[src/pcps_pkg.sv]
// Package for the clock programming sequencer: register map, fields, types
package pcps_pkg;
  // ==========================================================
  // Register indices (byte address is four times the index)
  localparam logic [7:0] IDX_MODE_A = 8'h18;
  localparam logic [7:0] IDX_MODE_B = 8'h19;
  localparam logic [7:0] IDX_CLK_SEL = 8'h1A;
  localparam logic [7:0] IDX_PTR = 8'h2C;
  localparam logic [7:0] IDX_PIX_DATA = 8'h2D;
  localparam logic [7:0] IDX_MEM_DATA = 8'h2E;
  localparam logic [7:0] IDX_LOOP_DATA = 8'h2F;
  localparam logic [7:0] IDX_MEM_LOOP_CTRL = 8'h39;
  localparam logic [7:0] IDX_PIN_STATUS = 8'h3A;
  // ==========================================================
  // Pointer values
  localparam logic [7:0] PTR_PRESCALE = 8'h00;
  localparam logic [7:0] PTR_POST = 8'h2A;
  localparam logic [7:0] PTR_STATUS = 8'h3F;
  // ==========================================================
  // Field values and positions
  localparam logic [7:0] RCLK_PIXEL_ROUTE = 8'h18;
  localparam logic [7:0] SEL_EXT_EXTERNAL_CLOCK_INPUT_ZERO = 8'h77;
  localparam logic [7:0] SEL_PIXEL_SYNTH = 8'h75;
  localparam logic [2:0] VIDEO_CLOCK_OUT_OFF_CODE = 3'h7;
  localparam int VIDEO_CLOCK_OUT_OFF_LO = 4;
  localparam int RUN_BIT_POS = 3;
  localparam int LOCK_BIT_POS = 6;
  localparam logic [1:0] LEGACY_25 = 2'h0;
  localparam logic [1:0] LEGACY_28 = 2'h1;
  // Legacy pixel settings, numeric N, M, P
  localparam logic [5:0] LEG25_N = 6'h28;
  localparam logic [5:0] LEG25_M = 6'h35;
  localparam logic [1:0] LEG25_P = 2'h3;
  localparam logic [5:0] LEG28_N = 6'h29;
  localparam logic [5:0] LEG28_M = 6'h31;
  localparam logic [1:0] LEG28_P = 2'h3;
  // ==========================================================
  // Reset values
  localparam logic [7:0] RST_REG = 8'h00;
  localparam logic [7:0] RST_POST = 8'h00;
  // Cycles from run enable with stable settings until lock is flagged
  localparam int LOCK_TIME_US = 100;
  localparam int CLK_MHZ = 10;
  localparam int LOCK_CYCLES = LOCK_TIME_US * CLK_MHZ;

  typedef struct packed {
    logic [7:0] pre_in;
    logic [7:0] pre_fb;
    logic [7:0] post;
  } pcps_synth_t;

  typedef struct packed {
    logic [5:0] n;
    logic [5:0] m;
    logic [1:0] p;
    logic run;
  } pcps_setting_t;
endpackage

[src/pcps_top.sv]
// Clock programming sequencer: indexed registers, synth control, lock and routing
// How it works
// - Select pins at 1x apply stored pixel and loop run bits; zero stops oscillators.
// - Select pins 00 or 01 force hard-wired 25.057 or 28.636 MHz pixel settings.
// - Writing 18h to index 39 routes pixel synthesizer to the return clock.
// - Writing 77h to index 1A picks external clock zero as pixel source.
// - Writing 75h to index 1A picks the pixel synthesizer as pixel source.
// - Bits 6..4 of index 1A at 111 disable the video clock output.
// - Pointer at 2C: 0 prescalers, 2A post-scalers, 3F status.
// - Three writes to a data port load input, feedback, post values in order.
// - Status read shows bit 6 once the synthesizer has locked.
// - Device uses low six bits of N, M and low two bits of post.
`timescale 1ns/1ps
`default_nettype none
module pcps_top
  import pcps_pkg::*;
#(
  parameter int LOCK_CNT = pcps_pkg::LOCK_CYCLES
)(
  input wire logic ref_clk_in,
  input wire logic rst_in,
  input wire logic [9:0] avm_address_in,
  input wire logic avm_read_in,
  input wire logic avm_write_in,
  input wire logic [31:0] avm_writedata_in,
  input wire logic [3:0] avm_byteenable_in,
  output logic [31:0] avm_readdata_out,
  output logic avm_waitrequest_out,
  input wire logic [1:0] clock_select_pins_in,
  output pcps_pkg::pcps_setting_t pixel_setting_out,
  output pcps_pkg::pcps_setting_t loop_setting_out,
  output pcps_pkg::pcps_setting_t mem_setting_out,
  output logic [2:0] loop_q_div_out,
  output logic pixel_from_ext_clk_out,
  output logic video_clock_out_en_out,
  output logic rclk_pixel_route_out,
  output logic [7:0] mode_a_out,
  output logic [7:0] mode_b_out
);
  import pcps_pkg::*;

  // The lock timer is sixteen bits wide
  if (LOCK_CNT < 1 || LOCK_CNT > 65535)
  begin : g_bad_lock_cnt
    $error("LOCK_CNT out of range");
  end

  // ==========================================================
  // Pin synchroniser
  logic [1:0] sel_meta_q, sel_meta_d, sel_q, sel_d;
  always_comb
  begin
    sel_meta_d = clock_select_pins_in;
    sel_d = sel_meta_q;
  end
  always_ff @(posedge ref_clk_in)
  begin
    if (rst_in)
    begin
      sel_meta_q <= 2'h0;
      sel_q <= 2'h0;
    end
    else
    begin
      sel_meta_q <= sel_meta_d;
      sel_q <= sel_d;
    end
  end

  // ==========================================================
  // Register file; synths 0 pixel, 1 memory, 2 loop
  logic [7:0] mode_a_q, mode_a_d, mode_b_q, mode_b_d;
  logic [7:0] clk_sel_q, clk_sel_d, ptr_q, ptr_d, ml_ctrl_q, ml_ctrl_d;
  pcps_synth_t syn_q [3], syn_d [3];
  logic [1:0] seq_q [3], seq_d [3];
  logic [2:0] locked;
  logic [31:0] rdata_q, rdata_d;
  logic wait_q, wait_d, wreq_q, wreq_d;
  logic [7:0] idx;
  logic [7:0] wbyte;
  logic acc;

  assign idx = avm_address_in[9:2];
  assign wbyte = avm_writedata_in[7:0];
  // Single-cycle wait: request accepted on the second edge it is held
  assign acc = (avm_read_in || avm_write_in) && wait_q;

  function automatic logic [7:0] port_rd(input pcps_synth_t s, input logic [1:0] seq,
                                         input logic [7:0] ptr, input logic lk);
    logic [7:0] r;
    r = 8'h00;
    if (ptr == PTR_STATUS)
    begin
      r[LOCK_BIT_POS] = lk;
    end
    else if (ptr == PTR_POST)
    begin
      r = s.post;
    end
    else
    begin
      case (seq)
        2'h0: r = s.pre_in;
        2'h1: r = s.pre_fb;
        default: r = s.post;
      endcase
    end
    return r;
  endfunction

  always_comb
  begin
    mode_a_d = mode_a_q;
    mode_b_d = mode_b_q;
    clk_sel_d = clk_sel_q;
    ptr_d = ptr_q;
    ml_ctrl_d = ml_ctrl_q;
    syn_d = syn_q;
    seq_d = seq_q;
    rdata_d = rdata_q;
    wait_d = (avm_read_in || avm_write_in) && !wait_q;
    wreq_d = !wait_d;
    if (acc && avm_write_in && avm_byteenable_in[0])
    begin
      case (idx)
        IDX_MODE_A: mode_a_d = wbyte;
        IDX_MODE_B: mode_b_d = wbyte;
        IDX_CLK_SEL: clk_sel_d = wbyte;
        IDX_PTR:
        begin
          ptr_d = wbyte;
          for (int i = 0; i < 3; i++)
          begin
            seq_d[i] = 2'h0;
          end
        end
        IDX_MEM_LOOP_CTRL: ml_ctrl_d = wbyte;
        default: ;
      endcase
      for (int i = 0; i < 3; i++)
      begin
        if (idx == IDX_PIX_DATA + 8'(i))
        begin
          if (ptr_q == PTR_POST)
          begin
            syn_d[i].post = wbyte;
          end
          else if (ptr_q != PTR_STATUS)
          begin
            case (seq_q[i])
              2'h0: syn_d[i].pre_in = wbyte;
              2'h1: syn_d[i].pre_fb = wbyte;
              default: syn_d[i].post = wbyte;
            endcase
            seq_d[i] = (seq_q[i] == 2'h2) ? 2'h0 : seq_q[i] + 2'h1;
          end
        end
      end
    end
    // Read data are captured on the first edge so they stand while waitrequest is low
    if (avm_read_in && !wait_q)
    begin
      rdata_d = 32'h0000_0000;
      case (idx)
        IDX_MODE_A: rdata_d[7:0] = mode_a_q;
        IDX_MODE_B: rdata_d[7:0] = mode_b_q;
        IDX_CLK_SEL: rdata_d[7:0] = clk_sel_q;
        IDX_PTR: rdata_d[7:0] = ptr_q;
        IDX_MEM_LOOP_CTRL: rdata_d[7:0] = ml_ctrl_q;
        IDX_PIN_STATUS: rdata_d[1:0] = sel_q;
        IDX_PIX_DATA: rdata_d[7:0] = port_rd(syn_q[0], seq_q[0], ptr_q, locked[0]);
        IDX_MEM_DATA: rdata_d[7:0] = port_rd(syn_q[1], seq_q[1], ptr_q, locked[1]);
        IDX_LOOP_DATA: rdata_d[7:0] = port_rd(syn_q[2], seq_q[2], ptr_q, locked[2]);
        default: rdata_d = 32'h0000_0000;
      endcase
    end
  end

  always_ff @(posedge ref_clk_in)
  begin
    if (rst_in)
    begin
      mode_a_q <= RST_REG;
      mode_b_q <= RST_REG;
      clk_sel_q <= RST_REG;
      ptr_q <= RST_REG;
      ml_ctrl_q <= RST_REG;
      rdata_q <= 32'h0000_0000;
      wait_q <= 1'b0;
      wreq_q <= 1'b1;
      for (int i = 0; i < 3; i++)
      begin
        syn_q[i] <= '{pre_in: RST_REG, pre_fb: RST_REG, post: RST_POST};
        seq_q[i] <= 2'h0;
      end
    end
    else
    begin
      mode_a_q <= mode_a_d;
      mode_b_q <= mode_b_d;
      clk_sel_q <= clk_sel_d;
      ptr_q <= ptr_d;
      ml_ctrl_q <= ml_ctrl_d;
      rdata_q <= rdata_d;
      wait_q <= wait_d;
      wreq_q <= wreq_d;
      syn_q <= syn_d;
      seq_q <= seq_d;
    end
  end

  // ==========================================================
  // Applied settings and lock timers
  // Pixel and loop run bits only latch while pins sit at 1x, so software
  // can stage a stop without disturbing a running clock.
  logic pix_run_q, pix_run_d, loop_run_q, loop_run_d;
  pcps_setting_t eff [3];
  pcps_setting_t eff_prev_q [3], eff_prev_d [3];
  logic [15:0] lk_cnt_q [3], lk_cnt_d [3];

  always_comb
  begin
    pix_run_d = pix_run_q;
    loop_run_d = loop_run_q;
    if (sel_q[1])
    begin
      pix_run_d = syn_q[0].post[RUN_BIT_POS];
      loop_run_d = syn_q[2].post[RUN_BIT_POS];
    end
  end

  always_comb
  begin
    for (int i = 0; i < 3; i++)
    begin
      eff[i].n = syn_q[i].pre_in[5:0];
      eff[i].m = syn_q[i].pre_fb[5:0];
      eff[i].p = syn_q[i].post[1:0];
      eff[i].run = syn_q[i].post[RUN_BIT_POS];
    end
    eff[0].run = pix_run_q;
    eff[2].run = loop_run_q;
    if (sel_q == LEGACY_25)
    begin
      eff[0] = '{n: LEG25_N, m: LEG25_M, p: LEG25_P, run: 1'b1};
    end
    else if (sel_q == LEGACY_28)
    begin
      eff[0] = '{n: LEG28_N, m: LEG28_M, p: LEG28_P, run: 1'b1};
    end
  end

  // A changed setting or a stopped oscillator restarts the lock timer
  generate
    for (genvar g = 0; g < 3; g++)
    begin : g_lock
      always_comb
      begin
        eff_prev_d[g] = eff[g];
        lk_cnt_d[g] = lk_cnt_q[g];
        if (!eff[g].run || eff[g] != eff_prev_q[g])
        begin
          lk_cnt_d[g] = 16'h0000;
        end
        else if (lk_cnt_q[g] != 16'(LOCK_CNT))
        begin
          lk_cnt_d[g] = lk_cnt_q[g] + 16'h0001;
        end
      end
      assign locked[g] = (lk_cnt_q[g] == 16'(LOCK_CNT));
    end
  endgenerate

  always_ff @(posedge ref_clk_in)
  begin
    if (rst_in)
    begin
      pix_run_q <= 1'b0;
      loop_run_q <= 1'b0;
      for (int i = 0; i < 3; i++)
      begin
        eff_prev_q[i] <= '0;
        lk_cnt_q[i] <= 16'h0000;
      end
    end
    else
    begin
      pix_run_q <= pix_run_d;
      loop_run_q <= loop_run_d;
      eff_prev_q <= eff_prev_d;
      lk_cnt_q <= lk_cnt_d;
    end
  end

  // ==========================================================
  // Output registers
  always_ff @(posedge ref_clk_in)
  begin
    if (rst_in)
    begin
      pixel_setting_out <= '0;
      loop_setting_out <= '0;
      mem_setting_out <= '0;
      loop_q_div_out <= 3'h0;
      pixel_from_ext_clk_out <= 1'b0;
      video_clock_out_en_out <= 1'b1;
      rclk_pixel_route_out <= 1'b0;
      mode_a_out <= RST_REG;
      mode_b_out <= RST_REG;
    end
    else
    begin
      pixel_setting_out <= eff[0];
      mem_setting_out <= eff[1];
      loop_setting_out <= eff[2];
      loop_q_div_out <= ml_ctrl_q[2:0];
      pixel_from_ext_clk_out <= (clk_sel_q[3:0] == SEL_EXT_EXTERNAL_CLOCK_INPUT_ZERO[3:0]);
      video_clock_out_en_out <= (clk_sel_q[6:4] != VIDEO_CLOCK_OUT_OFF_CODE);
      rclk_pixel_route_out <= (ml_ctrl_q == RCLK_PIXEL_ROUTE);
      mode_a_out <= mode_a_q;
      mode_b_out <= mode_b_q;
    end
  end

  assign avm_readdata_out = rdata_q;
  assign avm_waitrequest_out = wreq_q;
endmodule
`default_nettype wire

[config.mk]
export PLATFORM = sky130hd
export DESIGN_NAME = pcps_top
export DESIGN_NICKNAME = d
export VERILOG_FILES = /design/src/pcps_pkg.sv /design/src/pcps_top.sv
export SDC_FILE = /design/constraint.sdc
export NUM_CORES = 1
export LEC_CHECK = 0
export ABC_CLOCK_PERIOD_IN_PS = 2460
export CAP_MARGIN = 20
export CORE_MARGIN = 2
export CORE_UTILIZATION = 45
export DETAILED_ROUTE_END_ITERATION = 8
export DONT_BUFFER_PORTS = 1
export HOLD_SLACK_MARGIN = 0.02
export SYNTH_ARGS = -nofsm -noshare
export SYNTH_HDL_FRONTEND = slang
export SYNTH_SLANG_ARGS = --single-unit
[constraint.sdc]
create_clock -name ref_clk_in -period 2.46 [get_ports ref_clk_in]
set_clock_uncertainty 0.2 [all_clocks]
set_input_delay 0.123 -clock ref_clk_in [delete_from_list [all_inputs] [get_ports ref_clk_in]]
set_output_delay 0.123 -clock ref_clk_in [all_outputs]
set_load 0.005 [all_outputs]
**Word-level counts from Yosys, hierarchy flattened**

Index checks and enable logic that the tools add are counted.

- Bitwise operators: 1
- Eq/ne operators: 34
- Muxes and demuxes: 41
- Reductions and logical operators: 39
- Add/sub/neg operators: 6

Operators by type and width:

| cell | number |
|---|---|
| two-way mux 8 bit | 12 |
| == test 8 x 6 -> 1 bit (second input constant) | 8 |
| adder 16 x 1 -> 16 bit (second input constant) | 3 |
| == test 16 x 10 -> 1 bit (second input constant) | 3 |
| != test 16 x 10 -> 1 bit (second input constant) | 3 |
| case mux 6 bit (8 select lines) | 1 |
| case mux 8 bit (2 select lines) | 3 |
| != test 15 bit | 3 |
| == test 8 x 5 -> 1 bit (second input constant) | 4 |
| two-way mux 15 bit | 2 |
| AND reduction 5 bit | 6 |
| two-way mux 2 bit | 12 |
| two-way mux 6 bit | 4 |
| case mux 2 bit (9 select lines) | 1 |
| AND reduction 4 bit | 3 |
| OR reduction 2 bit | 6 |
| AND reduction 2 bit | 5 |
| == test 2 x 1 -> 1 bit (second input constant) | 4 |
| logical NOT 2 bit | 4 |
| != test 8 x 6 -> 1 bit (second input constant) | 1 |
| adder 2 x 1 -> 2 bit (second input constant) | 3 |
| == test 2 bit (second input constant) | 3 |
| two-way mux 1 bit | 6 |
| != test 2 x 1 -> 1 bit (second input constant) | 3 |
| 7 further kinds | 18 |

- Word-level logic and storage cells: 166
- Input port bits: 52
- Register bits: 249

**Logic depth before layout (Yosys ltp)**

Gate-level depths: netlist of run 1.

- Depth in word-level cells: 6
- Mapped depth: 9
- Depth with buffers taken out: 7

**Worst setup path before layout of run 1**

Ideal clock, no wire load.

- Path type: reg-to-reg
- From: register sel_q[1]
- To: register lk_cnt_q[38] (netlist name)
- Path slack: 0.272 ns
- Stages on the path, launching flop included: 10
- Buffers on the path: 4
- Data required time: 2.195 ns
- Data arrival time: 1.922 ns
- Library setup time: 0.065 ns
- Cells stage by stage: dfxtp_1 > buf_2 > inv_2 > clkbuf_1 > nor4_1 > a21oi_1 > or4_1 > clkbuf_1 > clkbuf_1 > nor2_1

- Word-level cells in the longest chain between the ends: 6
- Elaborated cells on any way between the ends: 8
- Classes of those cells: 2 x eq/ne; 2 x mux; 4 x reduce/logical

RTL lines:

| what | line | RTL |
|---|---|---|
| from (decl) | pcps_top.sv:50 | `logic [1:0] sel_meta_q, sel_meta_d, sel_q, sel_d;` |
| from (signal assigned) | pcps_top.sv:66 | `sel_q <= sel_d;` |
| == test 2 x 1 -> 1 bit | pcps_top.sv:247 | `else if (sel_q == LEGACY_28)` |
| two-way mux 15 bit | pcps_top.sv:247 |  |
| two-way mux 15 bit * | pcps_top.sv:243 | `if (sel_q == LEGACY_25)` |
| != test 15 bit or logical NOT 1 bit (tied branches) | pcps_top.sv:261 | `if (!eff[g].run \|\| eff[g] != eff_prev_q[g])` |
| logical OR 1 bit * | pcps_top.sv:261 |  |
| OR reduction 2 bit (no line) * | -- |  |
| to (signal assigned) | pcps_top.sv:291 | `lk_cnt_q <= lk_cnt_d;` |
| to (decl) | pcps_top.sv:219 | `logic [15:0] lk_cnt_q [3], lk_cnt_d [3];` |

Every way passes the cells marked *; elsewhere a longest branch is shown, timed or not.
A chain may end at the register's enable or synchronous reset.

**Worst setup path after layout of run 1**

- From: register ptr_q[6]
- To: register rdata_q[4], in the netlist avm_readdata_out[4]

- Word-level cells in the longest chain between the ends: 4
- Elaborated cells on any way between the ends: 9
- Classes of those cells: 2 x eq/ne; 7 x mux

RTL lines:

| what | line | RTL |
|---|---|---|
| from (decl) | pcps_top.sv:73 | `logic [7:0] clk_sel_q, clk_sel_d, ptr_q, ptr_d, ml_ctrl_q, ml_ctrl_d;` |
| from (signal assigned) | pcps_top.sv:202 | `ptr_q <= ptr_d;` |
| == test 8 x 6 -> 1 bit | pcps_top.sv:96 | `else if (ptr == PTR_POST)` |
| two-way mux 8 bit | pcps_top.sv:96 |  |
| two-way mux 6 bit | pcps_top.sv:92 | `if (ptr == PTR_STATUS)` |
| case mux 6 bit (8 select lines) * | pcps_top.sv:164 | `case (idx)` |
| to (signal assigned) | pcps_top.sv:204 | `rdata_q <= rdata_d;` |
| to (decl) | pcps_top.sv:77 | `logic [31:0] rdata_q, rdata_d;` |

Marked as above.

==> flow_summary.json, run 1 <==
{
  "crit_family": "simple AND/OR/NAND/NOR gates",
  "critPathKind": "flop to flop",
  "finalCritPeriodShare_pct": 97.5,
  "initial_utilization_pct": 45.8,
  "finalWirelength_um": 29700,
  "syn_area_um2": 10700,
  "critPathMaxStageDelay_ps": 590,
  "p_sw_share_pct": 21.0,
  "drive_gt1_share_pct": 7.91,
  "crit_required_ps": 2670,
  "async_reset_ff_share_pct": 0,
  "ys.flop_type": "dfxtp_1",
  "cp-end-kind": "flop",
  "yosys_warnings": 0,
  "core_um2": 23400,
  "ant_nets": 0,
  "path_clk_slew_ps": 60,
  "grt_max_degree": 88,
  "max_cap_violations": 0,
  "p_leak_nw": 5.52,
  "arrival_ps": 2610,
  "cts_max_level": 1,
  "hold_depth": 2,
  "path_buf_inv": 0,
  "ir_drop_mv": 0.539,
  "die_w_um": 158,
  "grt_overflow": 0,
  "setup_ws_ps": 62.1,
  "numCtsBuffers": 28,
  "antenna_cells": 0,
  "min_from": "rst_in",
  "intPower_mw": 6.81,
  "slew_headroom_pct": 38.5,
  "grt_antenna_before_repair": 1,
  "num-fill-cells": 2143,
  "grtUsageTotal_pct": 23.7,
  "clockBufferDepth": 3,
  "dp_slack_ps": 87.9,
  "rows": 56,
  "gp_congestion": 0.846,
  "p_sw_mw": 1.81,
  "cp_slowest_cell": "or4_1",
  "crit_chain": "or2_2 -> or4_1 -> nand3_1 -> a211oi_1 -> nor4_1 -> o21ai_0",
  "die_h_um": 158,
  "synthToLayoutAreaGrowth_pct": 25.8,
  "io_pins": 152,
  "finalSetupViolCount": 0,
  "synth_edf_count": 0,
  "multi_input_area_um2": 5330,
  "period_needed_ps": 2400,
  "drv_slew": 0,
  "clkPwrFrac_pct": 49.8,
  "clock_sinks": 249,
  "die-area_um2": 25100,
  "p_per_area_nw_per_um2": 639,
  "drcViolationCount": 0,
  "worstHoldEndpoint": "loop_setting_out[0]",
  "syn_avg_cell_area_um2": 8.98,
  "pwr-share-seq_pct": 47.2,
  "worstSkewPairLatency_ps": 540,
  "use_met2_pct": 39.3,
  "critPathMaxFanout": 5,
  "grt_pass1_wl_um": 46500,
  "cts_root_buffer": "clkbuf_16",
  "p_total_mw": 8.62,
  "postSynthCellCount": 1194,
  "crit_path_start_kind": "flop",
  "cts_tree": "yes",
  "outcome": "completed",
  "via_per_inst": 5.27,
  "comb_power_share_pct": 3.0,
  "rrSetupSlack_ps": 60,
  "r2r-end": "avm_readdata_out[4]",
  "cp.depth": 6,
  "max_slew.worst_pin.slew_ps": 919,
  "seqCellArea_um2": 4990,
  "drt_pass1_iterations": 7,
  "vias": 8818,
  "max_freq_mhz": 417,
  "nNetsFinal": 1394,
  "top_usage_layer": "met2",
  "synth_seq_cells": 249,
  "grt_pass1_vias": 8467,
  "drt_iter0_drc": 637,
  "hold_viol_final": 0,
  "ys_types": 65,
  "numPortBuffers": 0,
  "grt_use_met3_pct": 3.84,
  "use_met1_pct": 32.1,
  "ys_seq_area_share_pct": 46.5,
  "hold_class": "input pin to flop",
  "hpwl_um": 17900,
  "timing.rr.start": "ptr_q[6]",
  "routedWlPerCell_um": 17.8,
  "worstRegToRegCells": 6
}
power by group through the flow:
stage / registers [mW] / clock network [mW] / logic [mW]
floorplan: 4.15 / 0 / 0.167
global placement: 4.16 / 0 / 0.0968
detailed placement: 4.16 / 0 / 0.0978
CTS: 4.07 / 4.37 / 0.243
global route: 4.07 / 4.53 / 0.276
finish: 4.07 / 4.29 / 0.256
cell type report:
cell class | count | area share, %
multi-input cells | 857 | 39.5
flip-flops and latches | 249 | 37.0
repair buffers | 176 | 12.8
clock buffers | 40 | 6.20
well taps | 319 | 2.96
clock inverters | 7 | 0.946
inverters | 24 | 0.668
worst reg2reg max path: stages (launching register included):
cell and delay (ps):
dfxtp_1 340, or2_2 340, or4_1 600, nand3_1 260, a211oi_1 130, nor4_1 300
o21ai_0 110
state kept, by name, summed over array words and instances (netlist names), 2 cells and up:
name,cells
clk_sel_q,8
mode_a_out,8
ml_ctrl_q,8
sel_q,2
mode_b_out,8
loop_setting_out,15
lk_cnt_q,48
loop_q_div_out,3
pixel_setting_out,15
mem_setting_out,15
syn_q,43
mode_b_q,8
avm_readdata_out,8
seq_q,6
sel_d,2
ptr_q,8
mode_a_q,8
eff,29
worst max-delay path by stage:
stage	startpoint	end	slack (ps)
2_1_floorplan	sel_q[1]	lk_cnt_q[38]	270
3_3_place_gp	ptr_q[6]	avm_readdata_out[4]	100
3_5_place_dp	ptr_q[6]	avm_readdata_out[3]	90
4_1_cts	wait_q	seq_q[4]	8
5_1_grt	ptr_q[6]	syn_q[48]	-5
6_report	ptr_q[6]	avm_readdata_out[4]	60
cell families after synthesis:
family                   count (synthesis)  share of synthesized area [%]
AND/OR/NAND/NOR                        495                           22.5
flip-flops                             249                           46.5
AO/OA/AOI/OAI                          145                           8.68
multiplexers                           111                           10.4
buffers and inverters                  111                           5.02
XOR/XNOR                                76                           6.21
adder cells (fa/ha/maj)                  6                          0.700
other                                    1                         0.0350
cell usage in the layout, fill, tap and decap left out, types with 24 or more instances in the layout:
| cell | instances |
|---|---|
| nand2_1 | 110 |
| nor2_1 | 184 |
| dlygate4sd3_1 | 138 |
| mux2i_1 | 110 |
| dfxtp_1 | 248 |
| nand3_1 | 35 |
| buf_4 | 34 |
| conb_1 | 24 |
| a21oi_1 | 64 |
| nor2b_1 | 61 |
| xor2_1 | 58 |
| clkbuf_16 | 28 |
per-layer routing:
layer | vias up | wire (um) | share of wire, %
li1 | 4311 | - | -
met1 | 4200 | 13300 | 45
met2 | 255 | 13800 | 46
met3 | 52 | 1750 | 5.9
met4 | 0 | 812 | 2.7
met5 | - | 0 | 0
through the flow:
stage | instance area (um^2) | utilization (%) | setup TNS, ps | cells | hold slack (ps)
after floorplan | 10800 | - | 0 | 1217 | 0.0398
after global placement | 11000 | 47.2 | 0 | 1483 | 8.91
after detailed placement | 11000 | 47.2 | 0 | 1483 | 11.1
after CTS | 13400 | 57.2 | 0 | 1665 | 21.5
after global routing | 13500 | 57.6 | -13.6 | 1672 | 36.4
final | 13500 | 57.6 | 0 | 1672 | 43.5
synthesized netlist by cell type, drive strengths merged, types with 4 or more instances:
cell type  number  area, um^2
or3             4        25.0
xnor2          18         158
and3            7        43.8
nand2b          5        31.3
o21ai          17        85.1
xor2           58         508
dfxtp         249        4980
nand3          38         205
nand2         111         417
a211oi         20         155
nor2b          61         382
ha              6        75.1
mux2i         110        1100
nor4           19         125
a22oi           5        37.5
clkbuf         48         180
buf            39         268
nand4           9        56.3
nor3b           4        30.0
and4            6        53.8
a2111oi         4        35.0
o2bb2ai         7        61.3
and2            4        25.0
nor2          184         691
nor3           18         111
inv            24        90.1
a21oi          64         320
nor4b           5        43.8
a221oi          5        43.8
or4             5        38.8
repair_timing:
item                                    CTS  global route
buffers inserted                          0             2
hold buffers                            135             5
endpoints found under the hold margin   213            14
endpoints found under the setup margin    0            41
resized for setup                         0             8
Power figures use the tool's default switching activity.
==> run 2, diff against run 1 <==
- ABC_CLOCK_PERIOD_IN_PS: 2460 -> 2900
- clock period: 2.46 -> 2.9 ns (I/O delays scaled with it)
==> run 2 against run 1 <==
  * Global-route usage shrank 1.0 points
  * Final area shrank 2.2%
  * First-iteration DRC count shrank 3.0%
  * Largest power group unchanged
  * Combinational power shrank 21%
  * Total power shrank 12%
  * Clock power shrank 9.1%
  * Critical path depth is the same
  * Critical path type unchanged
==> flow_summary.json, run 2 (same netlist as run 1, synthesis figures left out) <==
{
  "critPathMaxStageDelay_ps": 600,
  "crit_chain": "or2_2 -> or4_1 -> nand4_1 -> o22a_1 -> a31oi_1 -> dlygate4sd3_1",
  "worstHoldEndpoint": "avm_readdata_out[2]",
  "regMostFlops": "lk_cnt_q",
  "timing.rr.start": "ptr_q[6]",
  "via_per_inst": 5.28,
  "drcViolationCount": 0,
  "p_leak_nw": 5.29,
  "r2r-end": "avm_readdata_out[1]",
  "dp_slack_ps": 422,
  "io_pins": 152,
  "path_clk_slew_ps": 60,
  "crit_path_start_kind": "flop",
  "initial_utilization_pct": 45.8,
  "critPathKind": "flop to flop",
  "grt_use_met3_pct": 4.87,
  "p_per_area_nw_per_um2": 572,
  "grt_pass1_vias": 8231,
  "grtUsageTotal_pct": 22.7,
  "top_usage_layer": "met2",
  "grt_overflow": 0,
  "rows": 56,
  "drive_gt1_share_pct": 7.52,
  "drt_pass1_iterations": 5,
  "drv_slew": 0,
  "period_needed_ps": 2860,
  "drt_iter0_drc": 618,
  "grt_pass1_wl_um": 45000,
  "clock_sinks": 249,
  "p_total_mw": 7.55,
  "path_buf_inv": 1,
  "nNetsFinal": 1352,
  "crit_family": "simple AND/OR/NAND/NOR gates",
  "grt_antenna_before_repair": 2,
  "cp_slowest_cell": "or4_1",
  "largest_reg_flops": 48,
  "final_common_cell": "dfxtp_1",
  "finalSetupTns_ps": 0,
  "die-area_um2": 25100,
  "crit_required_ps": 3140,
  "use_met2_pct": 37.0,
  "cts_tree": "yes",
  "outcome": "completed",
  "numPortBuffers": 0,
  "cp.depth": 6,
  "slew_headroom_pct": 53.2,
  "mostFrequentLayoutCells": "249 x dfxtp_1, 184 x nor2_1, 112 x dlygate4sd3_1",
  "fin_area_um2": 13200,
  "use_met1_pct": 30.6,
  "rrSetupSlack_ps": 40,
  "num-fill-cells": 2153,
  "hpwl_um": 17900,
  "finalSetupViolCount": 0,
  "ir_drop_mv": 0.385,
  "max_slew.worst_pin.slew_ps": 702,
  "hold_class": "input pin to flop",
  "core_um2": 23400,
  "cp-end-kind": "flop",
  "ant_nets": 0,
  "min_from": "avm_address_in[3]",
  "cts_max_level": 1,
  "worstSkewPairLatency_ps": 550,
  "max_freq_mhz": 349,
  "critPathMaxFanout": 8,
  "max_cap_violations": 0,
  "die_w_um": 158,
  "setup_ws_ps": 37.4,
  "dpl_cell_area_um2": 10900,
  "hold_depth": 5,
  "rsz0062_at_grt": "yes",
  "routedWlPerCell_um": 17.5,
  "grt_max_degree": 149,
  "worstRegToRegCells": 6,
  "die_h_um": 158,
  "finalWirelength_um": 28600,
  "vias": 8636,
  "worstSetupStartpoint": "ptr_q[6]",
  "cts_root_buffer": "clkbuf_16",
  "synthToLayoutAreaGrowth_pct": 23.1,
  "numCtsBuffers": 28,
  "final_util_pct": 56.4,
  "clockBufferDepth": 3,
  "hold_viol_final": 0,
  "antenna_cells": 0,
  "gp_congestion": 0.859,
  "arrival_ps": 3100,
  "finalCritPeriodShare_pct": 98.7
}
-- run 2: cell count changes in the layout (fill, tap and decap cells not counted), moves of 3 or more --
cell / delta
clkinv_2: +3
dlygate4sd3_1: -26
clkbuf_8: -5
buf_4: -15
bufinv_16: +3
clkinvlp_4: +4
-- run 2: per-stage QoR --
| step | instances | hold WS (ps) |
|---|---|---|
| finish | 1635 | 42.6 |
| global route | 1635 | 51.0 |
| CTS | 1633 | 20.7 |
| detailed placement | 1468 | 29.5 |
| global placement | 1468 | 30.4 |
| floorplan | 1217 | 22.0 |
-- run 2: final cells by class --
cell class / instances / area, um^2 / area share [%]
Tap cell: 319 / 399 / 3.02
Sequential cell: 249 / 4980 / 37.8
Inverter: 24 / 90.1 / 0.683
Clock buffer: 34 / 763 / 5.78
Clock inverter: 18 / 277 / 2.10
Timing Repair Buffer: 134 / 1320 / 10.0
Multi-Input combinational cell: 857 / 5360 / 40.6
-- run 2: worst max path at each step --
stage / endpoint / slack [ps]
after detailed placement: eff[22] / 420
after CTS: avm_readdata_out[1] / 10
final: avm_readdata_out[1] / 40
after floorplan: lk_cnt_q[38] / 710
after global placement: eff[18] / 430
after global routing: avm_readdata_out[1] / -10
-- run 2: repair_timing --
item                       CTS  global route
hold endpoints to repair   207             1
hold buffers               113             2
resized for setup            0            13
buffers inserted             0             0
setup endpoints to repair    0            48
-- run 2: power by group --
part,internal [mW],switching [mW]
clock network,2.42,1.47
registers,3.43,0.0151
logic,0.0753,0.128
-- run 2: tightest hold or removal path, cell delays in order --
cell       delay, ps
o2bb2ai_1        180
a22oi_1          120
nand2_1          130
nor4_1            60
o21ai_0          120
-- run 2: routing by layer --
| layer | vias up | share of wire [%] |
|---|---|---|
| li1 | 4239 | - |
| met1 | 4094 | 45 |
| met2 | 261 | 46 |
| met3 | 42 | 7.0 |
| met4 | 0 | 2.4 |
| met5 | - | 0 |
